===== src/include/bridge_hdr_pkg.sv =====
// constants and carriers for the bridge status / class / scratch header slice
package bridge_hdr_pkg;

  // printed byte offsets of the registers held here
  localparam logic [11:0] STATUS_OFS = 12'h006;
  localparam logic [11:0] REV_OFS = 12'h008;
  localparam logic [11:0] CLASS_OFS = 12'h009;
  localparam logic [11:0] LINE_OFS = 12'h00c;
  localparam logic [11:0] PLT_OFS = 12'h00d;

  // field positions inside the 16-bit status register
  localparam int IRQ_PEND_BIT = 3;
  localparam int CAP_BIT = 4;
  localparam int MDP_BIT = 8;
  localparam int TARGET_ABORT_BIT = 11;
  localparam int SYS_ERR_BIT = 14;
  localparam int POISON_BIT = 15;

  // index of each sticky flag inside the flag vector
  localparam int FLG_MDP = 0;
  localparam int FLG_SYS_ERR = 1;
  localparam int FLG_POISON = 2;
  localparam int FLG_COUNT = 3;

  // fixed and reset values
  localparam logic [23:0] CLASS_CODE = 24'h06_0400;
  localparam logic [7:0] LINE_RESET = 8'h00;
  localparam logic [7:0] PLT_VALUE = 8'h00;
  localparam logic [7:0] REV_RESET = 8'h00;
  localparam logic [31:0] RDATA_RESET = 32'h0000_0000;

  // one configuration access, dword aligned with byte enables
  typedef struct packed {
    logic req;
    logic wr;
    logic [11:0] addr;
    logic [3:0] be;
    logic [31:0] wdata;
  } cfg_req_t;

  // error and poison events seen by the port, one-cycle pulses
  typedef struct packed {
    logic poison_cpl_rx;
    logic poison_wr_tx;
    logic poison_tlp_rx;
    logic err_msg_sent;
    logic err_detect;
  } err_events_t;

  // sources of this function's own legacy interrupt, levels
  typedef struct packed {
    logic hotplug_irq;
    logic internal_parity_err;
    logic cfg_access_err;
  } irq_sources_t;

endpackage


===== src/hdl/w1c_flags.sv =====
// vector of sticky write-one-to-clear flags, set beats clear
`timescale 1ns/100ps
module w1c_flags import bridge_hdr_pkg::*; #(
  parameter int WIDTH = 3
) (
  input wire logic mclk,
  input wire logic rst_b,
  input wire logic [WIDTH-1:0] set,
  input wire logic [WIDTH-1:0] clr,
  output logic [WIDTH-1:0] q
);

  typedef struct packed {
    logic [WIDTH-1:0] q;
  } w1c_state_t;

  w1c_state_t st;
  w1c_state_t next_st;

  // set is or-ed after the clear so a coincident event survives
  always_comb begin
    next_st = st;
    next_st.q = (st.q & ~clr) | set;
  end

  always_ff @(posedge mclk or negedge rst_b) begin
    if (!rst_b) begin
      st <= '0;
    end else begin
      st <= next_st;
    end
  end

  assign q = st.q;

  property p_set_wins;
    @(posedge mclk) disable iff (!rst_b)
    (set != '0) |=> ((q & $past(set)) == $past(set));
  endproperty
  a_set_wins: assert property (p_set_wins) else $error("set flag not held");

  property p_zero_write_keeps;
    @(posedge mclk) disable iff (!rst_b)
    (set == '0 && clr == '0) |=> (q == $past(q));
  endproperty
  a_zero_write_keeps: assert property (p_zero_write_keeps) else $error("flag moved without cause");

  property p_clear_works;
    @(posedge mclk) disable iff (!rst_b)
    (set == '0 && clr != '0) |=> ((q & $past(clr)) == '0);
  endproperty
  a_clear_works: assert property (p_clear_works) else $error("write one did not clear");

endmodule // w1c_flags


===== src/hdl/bridge_config_status_header.sv =====
// status, revision, class, cache line and latency slice of a bridge config header
`timescale 1ns/100ps
module bridge_config_status_header import bridge_hdr_pkg::*; #(
  parameter logic [7:0] REV_DEFAULT = REV_RESET // arbitrary value
) (
  input wire logic mclk,
  input wire logic rst_b,
  input wire cfg_req_t cfg,
  output logic cfg_ack,
  output logic [31:0] cfg_rdata,
  input wire logic is_upstream,
  input wire logic rev_lock,
  input wire logic parity_report_enable,
  input wire logic system_error_enable,
  input wire err_events_t ev,
  input wire irq_sources_t irq,
  output logic err_msg_req
);

  typedef struct packed {
    logic ack;
    logic [31:0] rdata;
    logic [7:0] line_size_scratch;
    logic [7:0] revision_number;
    logic err_msg_req;
  } hdr_state_t;

  hdr_state_t st;
  hdr_state_t next_st;
  logic [FLG_COUNT-1:0] flag_set;
  logic [FLG_COUNT-1:0] flag_clr;
  logic [FLG_COUNT-1:0] flags;
  logic legacy_irq_pending;
  logic [15:0] bridge_status;
  logic hit_status;
  logic hit_rev;
  logic hit_cls;

  // true when the access targets the dword holding the given byte offset
  function automatic logic dword_hit(input logic [11:0] a, input logic [11:0] ofs);
    dword_hit = (a[11:2] == ofs[11:2]);
  endfunction

  assign hit_status = dword_hit(cfg.addr, STATUS_OFS);
  assign hit_rev = dword_hit(cfg.addr, REV_OFS);
  assign hit_cls = dword_hit(cfg.addr, LINE_OFS);

  // own interrupt only; forwarded INTx has no input here at all
  always_comb begin
    if (is_upstream) begin
      legacy_irq_pending = irq.internal_parity_err | irq.cfg_access_err;
    end else begin
      legacy_irq_pending = irq.hotplug_irq;
    end
  end

  // sticky error events
  always_comb begin
    flag_set = '0;
    flag_set[FLG_MDP] = parity_report_enable & (ev.poison_cpl_rx | ev.poison_wr_tx);
    flag_set[FLG_SYS_ERR] = system_error_enable & ev.err_msg_sent;
    flag_set[FLG_POISON] = ev.poison_tlp_rx;
  end

  // status high byte sits in lane 3 of its dword; zero bits are ignored
  always_comb begin
    flag_clr = '0;
    if (cfg.req && cfg.wr && hit_status && cfg.be[3]) begin
      flag_clr[FLG_MDP] = cfg.wdata[16+MDP_BIT];
      flag_clr[FLG_SYS_ERR] = cfg.wdata[16+SYS_ERR_BIT];
      flag_clr[FLG_POISON] = cfg.wdata[16+POISON_BIT];
    end
  end

  w1c_flags #(
    .WIDTH(FLG_COUNT)
  ) u_flags (
    .mclk(mclk),
    .rst_b(rst_b),
    .set(flag_set),
    .clr(flag_clr),
    .q(flags)
  );

  // every field not listed stays zero: aborts, timing, reserved
  always_comb begin
    bridge_status = 16'h0000;
    bridge_status[IRQ_PEND_BIT] = legacy_irq_pending;
    bridge_status[CAP_BIT] = 1'b1;
    bridge_status[MDP_BIT] = flags[FLG_MDP];
    bridge_status[SYS_ERR_BIT] = flags[FLG_SYS_ERR];
    bridge_status[POISON_BIT] = flags[FLG_POISON];
  end

  // access decode, writes and read data; every request answered next cycle
  always_comb begin
    next_st = st;
    next_st.ack = cfg.req;
    next_st.err_msg_req = ev.err_detect & system_error_enable;
    if (cfg.req && cfg.wr) begin
      if (hit_rev && cfg.be[0] && !rev_lock) begin
        next_st.revision_number = cfg.wdata[7:0];
      end
      if (hit_cls && cfg.be[0]) begin
        next_st.line_size_scratch = cfg.wdata[7:0];
      end
    end
    if (cfg.req && !cfg.wr) begin
      if (hit_status) begin
        next_st.rdata = {bridge_status, 16'h0000}; // command half lives elsewhere
      end else if (hit_rev) begin
        next_st.rdata = {CLASS_CODE, st.revision_number};
      end else if (hit_cls) begin
        next_st.rdata = {16'h0000, PLT_VALUE, st.line_size_scratch};
      end else begin
        next_st.rdata = RDATA_RESET;
      end
    end
  end

  always_ff @(posedge mclk or negedge rst_b) begin
    if (!rst_b) begin
      st.ack <= 1'b0;
      st.rdata <= RDATA_RESET;
      st.line_size_scratch <= LINE_RESET;
      st.revision_number <= REV_DEFAULT;
      st.err_msg_req <= 1'b0;
    end else begin
      st <= next_st;
    end
  end

  assign cfg_ack = st.ack;
  assign cfg_rdata = st.rdata;
  assign err_msg_req = st.err_msg_req;

  // helper: the answer in this cycle belongs to a read of the given dword
  logic rd_status_q;
  logic rd_rev_q;
  logic rd_cls_q;
  always_ff @(posedge mclk or negedge rst_b) begin
    if (!rst_b) begin
      rd_status_q <= 1'b0;
      rd_rev_q <= 1'b0;
      rd_cls_q <= 1'b0;
    end else begin
      rd_status_q <= cfg.req & ~cfg.wr & hit_status;
      rd_rev_q <= cfg.req & ~cfg.wr & hit_rev;
      rd_cls_q <= cfg.req & ~cfg.wr & hit_cls;
    end
  end

  property p_cap_one;
    @(posedge mclk) disable iff (!rst_b)
    rd_status_q |-> (cfg_rdata[16+CAP_BIT] == 1'b1);
  endproperty
  a_cap_one: assert property (p_cap_one) else $error("capabilities bit not one");

  property p_zero_fields;
    @(posedge mclk) disable iff (!rst_b)
    rd_status_q |-> (cfg_rdata[29:25] == 5'h00 && cfg_rdata[23:21] == 3'h0 && cfg_rdata[18:16] == 3'h0);
  endproperty
  a_zero_fields: assert property (p_zero_fields) else $error("fixed zero status field set");

  property p_irq_follows;
    @(posedge mclk) disable iff (!rst_b)
    (cfg.req && !cfg.wr && hit_status) |=>
      (cfg_rdata[16+IRQ_PEND_BIT] == ($past(is_upstream)
                                      ? ($past(irq.internal_parity_err) | $past(irq.cfg_access_err))
                                      : $past(irq.hotplug_irq)));
  endproperty
  a_irq_follows: assert property (p_irq_follows) else $error("interrupt status wrong");

  property p_mdp_gated;
    @(posedge mclk) disable iff (!rst_b)
    (!parity_report_enable && !flags[FLG_MDP]) |=> !flags[FLG_MDP];
  endproperty
  a_mdp_gated: assert property (p_mdp_gated) else $error("master poison set while disabled");

  property p_mdp_sets;
    @(posedge mclk) disable iff (!rst_b)
    (parity_report_enable && ev.poison_cpl_rx) |=> flags[FLG_MDP];
  endproperty
  a_mdp_sets: assert property (p_mdp_sets) else $error("master poison not set");

  property p_sse_sets;
    @(posedge mclk) disable iff (!rst_b)
    (system_error_enable && ev.err_msg_sent) |=> flags[FLG_SYS_ERR] ##0 (bridge_status[SYS_ERR_BIT] == 1'b1);
  endproperty
  a_sse_sets: assert property (p_sse_sets) else $error("system error flag not set");

  property p_dpe_sets;
    @(posedge mclk) disable iff (!rst_b)
    ev.poison_tlp_rx |=> flags[FLG_POISON];
  endproperty
  a_dpe_sets: assert property (p_dpe_sets) else $error("detected poison not set");

  property p_class_code;
    @(posedge mclk) disable iff (!rst_b)
    rd_rev_q |-> (cfg_rdata[31:8] == CLASS_CODE);
  endproperty
  a_class_code: assert property (p_class_code) else $error("class code wrong");

  property p_latency_zero;
    @(posedge mclk) disable iff (!rst_b)
    rd_cls_q |-> (cfg_rdata[15:8] == PLT_VALUE && cfg_rdata[31:16] == 16'h0000);
  endproperty
  a_latency_zero: assert property (p_latency_zero) else $error("latency timer not zero");

  property p_cls_store;
    @(posedge mclk) disable iff (!rst_b)
    (cfg.req && cfg.wr && hit_cls && cfg.be[0]) ##1 (cfg.req && !cfg.wr && hit_cls)
      |=> (cfg_rdata[7:0] == $past(cfg.wdata[7:0], 2));
  endproperty
  a_cls_store: assert property (p_cls_store) else $error("cache line size not stored");

  property p_rev_lock;
    @(posedge mclk) disable iff (!rst_b)
    (cfg.req && cfg.wr && hit_rev && rev_lock) |=> $stable(st.revision_number);
  endproperty
  a_rev_lock: assert property (p_rev_lock) else $error("locked revision changed");

  property p_err_gate;
    @(posedge mclk) disable iff (!rst_b)
    err_msg_req |-> $past(system_error_enable) && $past(ev.err_detect);
  endproperty
  a_err_gate: assert property (p_err_gate) else $error("error reported while disabled");

  property p_ack_next;
    @(posedge mclk) disable iff (!rst_b)
    cfg.req |=> cfg_ack;
  endproperty
  a_ack_next: assert property (p_ack_next) else $error("access not answered");

  property p_abort_zero;
    @(posedge mclk) disable iff (!rst_b)
    rd_status_q |-> (cfg_rdata[16+TARGET_ABORT_BIT] == 1'b0);
  endproperty
  a_abort_zero: assert property (p_abort_zero) else $error("target abort bit set");

endmodule // bridge_config_status_header


===== config.mk =====
export PLATFORM = sky130hd
export DESIGN_NAME = bridge_config_status_header
export DESIGN_NICKNAME = d
export VERILOG_FILES = /design/src/include/bridge_hdr_pkg.sv /design/src/hdl/w1c_flags.sv /design/src/hdl/bridge_config_status_header.sv
export SDC_FILE = /design/constraint.sdc
export NUM_CORES = 1
export LEC_CHECK = 0
export BUFFER_PORTS_ARGS = -buffer_cell sky130_fd_sc_hd__buf_4
export CORE_UTILIZATION = 47
export CTS_CLUSTER_SIZE = 14
export DETAILED_ROUTE_END_ITERATION = 8
export MAX_ROUTING_LAYER = met4
export PLACE_DENSITY_LB_ADDON = 0.05
export SLEW_MARGIN = 20
export SYNTH_ARGS = -nofsm -noshare
export SYNTH_HDL_FRONTEND = slang
export SYNTH_SLANG_ARGS = --single-unit

===== constraint.sdc =====
create_clock -name mclk -period 1.79 [get_ports mclk]
set_clock_uncertainty 0.05 [all_clocks]
set_input_delay 0.179 -clock mclk [delete_from_list [all_inputs] [get_ports mclk]]
set_output_delay 0.179 -clock mclk [all_outputs]
set_load 0.03 [all_outputs]

==> out/metrics.csv <==
stage,metric,value,unit
run_status,status,completed,
layout,nFillCells,320,
detailed_routing,antenna_left,0,
min_path,holdPathStages,2,
yosys,ys_seq_elements,35,
detailed_routing,drt-wirelength-per-cell,12.85,um
timing,rsz0062_at_grt,false,
layout,finalNetCount,270,
placement,place_area,0.002101,mm^2
critical_path,end_kind,flop,
global_routing,grt_util_all_layers,18.54,%
placement,port_buffers,56,
min_path,hold_class,primary input to flop,
timing,layout_min_cycle_time,1.561,ns
critical_path,start_kind,primary input,
layout,final_cell_mix,"buf_4 (62), dfrtp_1 (35), nand2_1 (19), mux2_2 (16), conb_1 (16)",
timing,holdWs,0.02573,ns
detailed_routing,drt_wl_total,3251,um
power,irDropWorstVdd,0.0005300,V
placement,dp_hpwl,2469,um
critical_path,timing.rr.start,st[13]$_DFFE_PN0P_,
placement,dp_cells,243,
yosys,yosysUniqueCellTypes,28,
power,pwr_density_cell,690.2,mW/mm^2
detailed_routing,drtIter0Drc,32,
layout,area_delta_synth_final,25.21,%
global_routing,antenna_found_initial,0,
layout,drive_above_1_share,43.00,%
clocking,clk-insertion-delay-late,0.28,ns
critical_path,cp_slowest_cell,or4_4,
die,rows,21,
detailed_routing,dr.pass1.iters,4,
clocking,numCtsBuffers,5,
clocking,cts-root-buf,clkbuf_8,
layout,instances_no_fill,253,
layout,regArea,875.8,um^2
critical_path,required,1.92,ns
yosys,netlist_area,0.001762,mm^2
yosys,synth_cells,156,
critical_path,r2r_cells,1,
yosys,yosys_warnings,0,
die,die_h,63.23,um
detailed_routing,drt_drc_violations_left,0,
clocking,postCtsSetupBuffers,0,
die,die-area,0.003997,mm^2
detailed_routing,vias,1238,
die,die_w,63.23,um
timing,tightestPinTransition,0.6317,ns
critical_path,path_max_fanout,5,
min_path,hold_end,u_flags.q[2]$_DFF_PN0_,
clocking,cts_tree,yes,
critical_path,path_cells,"buf_4, or4_4, or4_4, o41ai_2",
global_routing,grt_pass1_wl,5478,um
global_routing,grt-ovfl-total,0,
critical_path,r2r-end,st[13]$_DFFE_PN0P_,
yosys,synth_top_area_share,49.72,%
die,ioPinCount,98,
clocking,clk_path_buf_depth,2,
critical_path,cpMostUsedCell,or4_4,
critical_path,cp_slowest_stage_delay,0.54,ns
clocking,path_clk_slew,0.07,ns
yosys,yosysTopAreaCell,dfrtp_1,
yosys,yosys-top-cells-area,"dfrtp_1 (50%), buf_4 (14%), mux2_2 (10%)",
critical_path,regToRegSetupSlack,0.95,ns
critical_path,cp_data_arrival_time,1.69,ns
layout,final_common_cell,buf_4,
job,cap_viol_max_count,0,
power,leakage,1.124,nW
timing,finalSetupViolCount,0,
yosys,syn_area_per_cell,11.29,um^2
detailed_routing,viasPerCell,4.893,
critical_path,path_class,primary input to flop,
layout,multi_input_area,678.2,um^2
global_routing,grt_pass1_vias,1256,
layout,diodes,0,
die,initial_core_util,50.79,%
global_routing,grt_max_degree,36,
timing,maxSlewHeadroom,57.89,%
timing,slew_viol_final,0,
layout,fin_area,0.002206,mm^2
clocking,htreeDepth,2,
timing,final_hold_viol_count,0,
timing,period_share,87.19,%
die,coreArea,0.003468,mm^2
min_path,worstHoldStart,ev[2],
placement,place_congestion,0.8387,
clocking,numClockSinks,35,
yosys,yosysSeqAreaShare,49.72,%
timing,fmax,640.7,MHz
-- where the power goes --
group	leakage [nW]	internal (mW)	total, mW	switching (mW)
Combinational	0.613	0.0777	0.185	0.107
Clock	0.0412	0.271	0.542	0.271
Sequential	0.470	0.794	0.796	0.00123
Total	1.12	1.14	1.52	0.379
-- repair_timing --
item                      CTS  global route
hold endpoints to repair   36             0
hold buffers                2             0
resized for setup           0             0
-- per-layer routing --
| metal | GRT usage, % | vias up | wire length (um) |
|---|---|---|---|
| met2 | 33.47 | 42 | 1707 |
| met4 | 8.239 | 0 | 69 |
| met5 | - | - | 0 |
| met3 | 6.159 | 8 | 197 |
| met1 | 17.79 | 585 | 1277 |
| li1 | - | 603 | - |
-- Yosys cell counts --
cell type	instances
a21o_1	1
a22o_1	1
and2_1	1
and4_1	1
buf_1	1
buf_2	1
buf_4	32
clkbuf_1	3
conb_1	1
dfrtp_1	35
inv_1	1
mux2_2	16
mux2i_1	8
nand2_1	19
nand2b_1	1
nand4_1	2
nor2_1	4
nor2b_1	1
nor3b_1	1
nor4_1	2
nor4bb_1	2
o21ai_0	5
o31ai_1	10
o41ai_2	1
or4_1	2
or4_4	2
or4b_1	1
or4bb_1	1
-- cells by family after synthesis --
family	synth area share [%]
AOI/OAI and AO/OA	7.529
buffers and inverters	14.99
DFF	49.72
muxes	14.77
other	0.2129
and+or+nand+nor	12.78
-- critical path: cells and delay by family --
kind,cells,cell delay [ns]
AOI/OAI and AO/OA,1,0.32
buffers and inverters,1,0.11
and+or+nand+nor,2,1.08
-- how the worst max path moves through the flow --
stage	to	startpoint	depth (start not counted)	slack, ns
3_3_place_gp	cfg_rdata[19]$_DFFE_PN0P_	cfg[43]	4	-0.05
6_report	cfg_rdata[19]$_DFFE_PN0P_	cfg[43]	4	0.23
4_1_cts	cfg_rdata[19]$_DFFE_PN0P_	cfg[43]	4	0.22
3_5_place_dp	cfg_rdata[19]$_DFFE_PN0P_	cfg[43]	4	-0.07
2_1_floorplan	cfg_rdata[19]$_DFFE_PN0P_	cfg[43]	3	0.12
5_1_grt	cfg_rdata[19]$_DFFE_PN0P_	cfg[43]	4	0.18
-- flip-flops by register name (all words and copies together) (netlist names) --
name and cells:
st 16, cfg_rdata 14, u_flags.q 3, cfg_ack 1, err_msg_req 1
-- through the flow --
| stage | power, mW | util [%] | setup TNS (ns) | setup WS [ns] |
|---|---|---|---|---|
| floorplan | 0.9189 | - | 0 | 0.1243 |
| global placement | 0.9896 | 60.57 | -0.05007 | -0.05007 |
| detailed placement | 0.9938 | 60.57 | -0.07176 | -0.07176 |
| CTS | 1.541 | 63.60 | 0 | 0.2243 |
| global route | 1.593 | 63.60 | 0 | 0.1767 |
| finish | 1.523 | 63.60 | 0 | 0.2293 |
-- layout make-up --
| type | instances | area share (%) |
|---|---|---|
| Multi-Input combinational cell | 98 | 30.74 |
| Clock buffer | 6 | 3.290 |
| Clock inverter | 2 | 0.5672 |
| Inverter | 1 | 0.1702 |
| Sequential cell | 35 | 39.70 |
| Timing Repair Buffer | 65 | 22.92 |
| Tap cell | 46 | 2.609 |
No activity file was read; power rests on OpenSTA's default activity.
